$ cat src/hdl/apfs_params.svh
// Purpose: Offsets, reset values and pin codes of the address port function select block
// Assumes: Plain strobe register port, 8-bit byte address, 16-bit data
// Notes:   Included by the block itself and by its bench
`ifndef APFS_PARAMS_SVH
`define APFS_PARAMS_SVH

// Register byte offsets
`define APFS_OFS_FUNC    8'h00
`define APFS_OFS_DIR     8'h04
`define APFS_OFS_DATA    8'h08
`define APFS_OFS_PINS    8'h0C

// Reset values and the all-ones word
`define APFS_FUNC_RST    16'h0000
`define APFS_DIR_RST     16'h0000
`define APFS_DATA_RST    16'h0000
`define APFS_ALL_ONES    16'hFFFF

// Operating mode pin codes
`define APFS_MODE_ROM_OFF 2'h0
`define APFS_MODE_ROM_ON  2'h1
`define APFS_MODE_SINGLE  2'h2

`endif

$ cat src/hdl/apfs_pkg.sv
// Purpose: Types of the address port function select block
// Assumes: apfs_params.svh holds every number
// Notes:   Mode enum is decoded from the synchronised mode pins
package apfs_pkg;
   typedef enum logic [1:0] {
      APFS_EXP_ROM_OFF,
      APFS_EXP_ROM_ON,
      APFS_SINGLE_CHIP
   } apfs_mode_t;
endpackage

$ cat src/hdl/apfs_pin_select.sv
// Purpose: Per-pin choice between external address output and general I/O on a 16-pin port
// Assumes: One 20 MHz clock, async active-high reset, mode pins and port pins arrive asynchronously
// Notes:   Pin outputs and enables are registered, so a pin follows its cause one cycle later
`timescale 1ns/1ps
`include "apfs_params.svh"

// Overview of operation
// - In expanded mode with ROM disabled every pin drives its address line whatever its mode bit holds.
// - In expanded mode with ROM enabled a pin whose mode bit is 1 drives its address line.
// - In expanded mode with ROM enabled a pin whose mode bit is 0 is general I/O, and mode bits reset to 0.
// - In single-chip mode every pin is general I/O whatever its mode bit holds.
// - Bit n of the function control register governs port pin n and address line n.
// - With ROM disabled the pins show address output with the mode bits at 0 once the mode filter leaves single chip after reset.
// - Function control clears on reset and in hardware standby and otherwise keeps its value until a write lands.
// - A general I/O pin is an output when its direction bit is 1 and an input when it is 0.
module apfs_pin_select (
   // Clock and reset
   input  wire logic               SYS_CLK,
   input  wire logic               SYS_RST,
   // Power state
   input  wire logic               HW_STANDBY,
   // Operating mode pins
   input  wire logic [1:0]         MODE_PIN,
   output apfs_pkg::apfs_mode_t    MODE_NOW,
   // Register port
   input  wire logic [7:0]         REG_ADDR,
   input  wire logic [15:0]        REG_WDATA,
   input  wire logic               REG_WR,
   input  wire logic               REG_RD,
   output logic      [15:0]        REG_RDATA,
   // Address path from the external bus logic
   input  wire logic [15:0]        ADDR_IN,
   output logic      [15:0]        ADDR_SEL,
   // Port pins
   input  wire logic [15:0]        PIN_IN,
   output logic      [15:0]        PIN_OUT,
   output logic      [15:0]        PIN_OE
);
   import apfs_pkg::*;

   logic [1:0]  mode_s1_q, mode_s2_q, mode_s3_q;
   logic [15:0] pin_s1_q, pin_s2_q, pin_s3_q, pin_lvl_q, pin_lvl_d;
   apfs_mode_t  mode_q, mode_d;
   logic [15:0] func_q, func_d, dir_q, dir_d, data_q, data_d;
   logic [15:0] out_q, out_d, oe_q, oe_d, sel_q, sel_d;
   logic [15:0] rdata_q, rdata_d;

   // Mode and pin filters: a change counts once stages two and three agree
   always_comb begin
      mode_d    = mode_q;
      pin_lvl_d = pin_lvl_q;
      if (mode_s2_q == mode_s3_q) begin
         if (mode_s3_q == `APFS_MODE_ROM_OFF) begin
            mode_d = APFS_EXP_ROM_OFF;
         end else if (mode_s3_q == `APFS_MODE_ROM_ON) begin
            mode_d = APFS_EXP_ROM_ON;
         end else begin
            mode_d = APFS_SINGLE_CHIP;
         end
      end
      for (int i = 0; i < 16; i++) begin
         if (pin_s2_q[i] == pin_s3_q[i]) begin
            pin_lvl_d[i] = pin_s3_q[i];
         end
      end
   end

   // Three-stage synchronisers for the asynchronous inputs
   always_ff @(posedge SYS_CLK or posedge SYS_RST) begin
      if (SYS_RST) begin
         mode_s1_q <= `APFS_MODE_SINGLE;
         mode_s2_q <= `APFS_MODE_SINGLE;
         mode_s3_q <= `APFS_MODE_SINGLE;
         mode_q    <= APFS_SINGLE_CHIP;
         pin_s1_q  <= `APFS_DATA_RST;
         pin_s2_q  <= `APFS_DATA_RST;
         pin_s3_q  <= `APFS_DATA_RST;
         pin_lvl_q <= `APFS_DATA_RST;
      end else begin
         mode_s1_q <= MODE_PIN;
         mode_s2_q <= mode_s1_q;
         mode_s3_q <= mode_s2_q;
         mode_q    <= mode_d;
         pin_s1_q  <= PIN_IN;
         pin_s2_q  <= pin_s1_q;
         pin_s3_q  <= pin_s2_q;
         pin_lvl_q <= pin_lvl_d;
      end
   end

   // Register writes; hardware standby clears control and direction
   always_comb begin
      func_d = func_q;
      dir_d  = dir_q;
      data_d = data_q;
      if (HW_STANDBY) begin
         func_d = `APFS_FUNC_RST;
         dir_d  = `APFS_DIR_RST;
      end else if (REG_WR) begin
         if (REG_ADDR == `APFS_OFS_FUNC) begin
            func_d = REG_WDATA;
         end else if (REG_ADDR == `APFS_OFS_DIR) begin
            dir_d = REG_WDATA;
         end else if (REG_ADDR == `APFS_OFS_DATA) begin
            data_d = REG_WDATA;
         end
      end
   end

   // Register read data, valid only in the cycle after the strobe
   always_comb begin
      rdata_d = 16'h0000;
      if (REG_RD) begin
         if (REG_ADDR == `APFS_OFS_FUNC) begin
            rdata_d = func_q;
         end else if (REG_ADDR == `APFS_OFS_DIR) begin
            rdata_d = dir_q;
         end else if (REG_ADDR == `APFS_OFS_DATA) begin
            rdata_d = data_q;
         end else if (REG_ADDR == `APFS_OFS_PINS) begin
            rdata_d = pin_lvl_q;
         end
      end
   end

   // Control registers and read data
   always_ff @(posedge SYS_CLK or posedge SYS_RST) begin
      if (SYS_RST) begin
         func_q  <= `APFS_FUNC_RST;
         dir_q   <= `APFS_DIR_RST;
         data_q  <= `APFS_DATA_RST;
         rdata_q <= 16'h0000;
      end else begin
         func_q  <= func_d;
         dir_q   <= dir_d;
         data_q  <= data_d;
         rdata_q <= rdata_d;
      end
   end

   // Per-pin function select
   generate
      for (genvar n = 0; n < 16; n++) begin : g_pin
         always_comb begin
            sel_d[n] = 1'b0;
            case (mode_q)
               APFS_EXP_ROM_OFF: sel_d[n] = 1'b1;
               APFS_EXP_ROM_ON:  sel_d[n] = func_q[n];
               default:          sel_d[n] = 1'b0;
            endcase
            out_d[n] = sel_d[n] ? ADDR_IN[n] : data_q[n];
            oe_d[n]  = sel_d[n] ? 1'b1 : dir_q[n];
         end
      end
   endgenerate

   // Registered pin drive
   always_ff @(posedge SYS_CLK or posedge SYS_RST) begin
      if (SYS_RST) begin
         out_q <= `APFS_DATA_RST;
         oe_q  <= `APFS_DIR_RST;
         sel_q <= `APFS_FUNC_RST;
      end else begin
         out_q <= out_d;
         oe_q  <= oe_d;
         sel_q <= sel_d;
      end
   end

   assign PIN_OUT   = out_q;
   assign PIN_OE    = oe_q;
   assign ADDR_SEL  = sel_q;
   assign REG_RDATA = rdata_q;
   assign MODE_NOW  = mode_q;
endmodule

$ cat config.mk
export PLATFORM = sky130hd
export DESIGN_NAME = apfs_pin_select
export DESIGN_NICKNAME = d
export VERILOG_FILES = /design/src/hdl/apfs_pkg.sv /design/src/hdl/apfs_pin_select.sv
export VERILOG_INCLUDE_DIRS = /design/src /design/src/hdl
export SDC_FILE = /design/constraint.sdc
export NUM_CORES = 1
export LEC_CHECK = 0
export ABC_AREA = 1
export BUFFER_PORTS_ARGS = -buffer_cell sky130_fd_sc_hd__buf_2
export CORE_AREA = 2 2 138 140
export DETAILED_ROUTE_END_ITERATION = 8
export DIE_AREA = 0 0 140 142
export GPL_TIMING_DRIVEN = 0
export SETUP_SLACK_MARGIN = 0.02
export SLEW_MARGIN = 20
export SYNTH_ARGS = -nofsm -noshare
export SYNTH_HDL_FRONTEND = slang
export SYNTH_SLANG_ARGS = --single-unit
$ cat constraint.sdc
create_clock -name SYS_CLK -period 9.6 [get_ports SYS_CLK]
set_input_delay 2.4 -clock SYS_CLK [delete_from_list [all_inputs] [get_ports SYS_CLK]]
set_output_delay 2.4 -clock SYS_CLK [all_outputs]
set_load 0.05 [all_outputs]
==> results.ini <==
[status]
outcome=complete, but fails checks
violations=DRC

[setup_path]
critPathMaxFanout=2
cp_slowest_cell=dfstp_2
rr_startpoint=MODE_NOW[1]
required_ns=7.20
crit_type=flip-flop to output port
max_stage_delay_ns=0.53
crit_family=flip-flops
crit_start=MODE_NOW[1]
path_buf_inv=1
critical_path.cell_chain=buf_2
cp.arrival_ns=1.22
worstSetupStartpointType=flip-flop
end_kind=output port

[grt]
grt_pass1_wl_mm=25.7
first_global_vias=4778
overflow=0
grt_antenna_before_repair=0
grt_start_max_net_pins=105
grt_usage_pct=17.1

[power_and_ir_drop]
peakVddDrop_uv=127
cellPowerDensity_nw_per_um2=224
p_leak_nw=4.66

[final_layout]
diodes=0
drive_above_1_share_pct=26.6
fillers=1744
layout_commonest_cell=dfrtp_1
mostFrequentLayoutCells=180 x dfrtp_1, 168 x nand2_1, 130 x buf_2, 84 x inv_1, 80 x nand3_1
syn2layout_area_growth_pct=22.5
nets=891

[sta]
max_slew_margin_pct=60.7
min_period_ns=3.62
fin_setup_tns_ns=0
fin_worst_skew_ns=0.00895
layout_setup_ws_ns=5.98
fmax_ghz=0.276
post-route-period-util_pct=37.7
setup_viol=0
hold_violations=0
slew_viol_final=0
rsz0062_at_grt=no
worst_pin_slew_ns=0.589

[routing]
m1WireLength_mm=7.42
antenna_left=0
first_pass_iters=9
drc_errors=8
highest_layer=met4
vias=4888
detail_route.wirelength_mm=16.2
wl_met2_mm=7.47
avgViaCountPerCell=4.55
initialDrtViolationCount=303
wl_per_cell_um=15.1
wl_met3_mm=1.06

[clocking]
cts_inserted_buffers=17
post_cts_resize_count=0
hold_buffers=0
post-cts-setup-buffers=0
path_clk_slew_ns=0.07
h-tree-depth=4
clock_sinks=184
cts-root-buf=clkbuf_16
cts_tree=done
clk_latency_ns=0.43
cts_buffer_depth=2

[min_path]
hp-class=flip-flop to flip-flop
min-delay-start=pin_s1_q[3]

[synthesis]
synth_flop_cell=dfrtp_1
ys_ff_latch=184
synth_edf_count=0
synth_warnings=0
netlist_area_um2=7070
yosys.cell_types.count=26
syn_area_per_cell_um2=10.4
yosysSeqAreaShare_pct=65.2
ys_async_sr_fraction_pct=100
syn_inst=683
syn_nets=746

[job]
cap_violations=0

[die]
ioPinCount=129
chipHeight_um=142
fp.dieW_um=140
core_region_area_um2=18500
start_util_pct=38.3
die-area_um2=19900
rows=50

[placed_design]
dp_hpwl_mm=11.5
place.gp.congestion=0.846
place_ws_ns=5.88
io_buffers=125

==> state kept, by name (all words and copies together), names as in the netlist <==
register	flops
mode_s2_q	2
ADDR_SEL	16
REG_RDATA	16
PIN_OE	16
mode_s1_q	2
pin_lvl_q	16
pin_s3_q	16
MODE_NOW	2
dir_q	16
PIN_OUT	16
func_q	16
data_q	16
pin_s1_q	16
mode_s3_q	2
pin_s2_q	16
==> final timing paths <==
| kind | end | slack [ns] | depth (start not counted) |
|---|---|---|---|
| max reg2reg | PIN_OUT[14] | 7.88 | 5 |
| min reg2reg | pin_s2_q[3] | 0.35 | 0 |
| min | pin_s2_q[3] | 0.35 | 0 |
| max in group asynchronous | ADDR_SEL[8] | 6.70 | 3 |
| min in group asynchronous | pin_s3_q[0] | 2.02 | 2 |
| max | MODE_NOW[1] | 5.98 | 1 |
==> synth_stat cells (4+ instances only) <==
library cell | number | area share [%]
dfrtp_1 | 180 | 64
nand2_1 | 168 | 8.9
inv_1 | 85 | 4.5
nand3_1 | 80 | 5.7
nor2_1 | 54 | 2.9
o21ai_2 | 26 | 3.2
a21oi_1 | 17 | 1.2
maj3_1 | 16 | 2.3
buf_6 | 8 | 1.3
o21ai_0 | 8 | 0.57
clkbuf_1 | 6 | 0.32
buf_2 | 5 | 0.35
buf_4 | 5 | 0.53
dfstp_2 | 4 | 1.5
nand2_4 | 4 | 0.64
==> cells by family after synthesis <==
family	share of synthesized area, %
xor gates and xnor gates	0.124
and+or+nand+nor	19.6
buffers and inverters	7.75
AOI/OAI and AO/OA	5.08
adders and majority gates	2.26
DFF	65.2
==> layout make-up <==
cell class              count  area (um2)  area share, %
multi-input cells         383        1910           22.1
flip-flops and latches    184        4610           53.2
clock buffers              18         429           4.95
repair buffers            126         653           7.54
plain buffers              27         209           2.41
clock inverters            14         211           2.44
well taps                 234         293           3.38
inverters                  89         347           4.00
==> through the flow <==
stage	power [mW]	hold slack, ns	area (um2)	utilization, %	instances
floorplan	1.10	0.331	7070	-	683
global placement	1.19	0.334	7990	43.3	1042
detailed placement	1.20	0.335	8030	43.5	1043
CTS	1.96	0.351	8670	47.0	1075
global route	2.02	0.352	8670	47.0	1075
finish	1.94	0.349	8670	47.0	1075
==> where the power goes <==
part           internal, mW  leakage, nW  switching, mW
Sequential            0.837         2.33         0.0211
Combinational        0.0658         2.03          0.255
Clock                 0.444        0.304          0.314
Total                  1.35         4.66          0.590
==> layer usage <==
layer | GRT usage (%) | vias up
met4 | 5.69 | 0
li1 | - | 2409
met3 | 4.24 | 19
met2 | 26.4 | 159
met5 | 0 | -
met1 | 23.8 | 2301
Power figures use the tool's default switching activity.
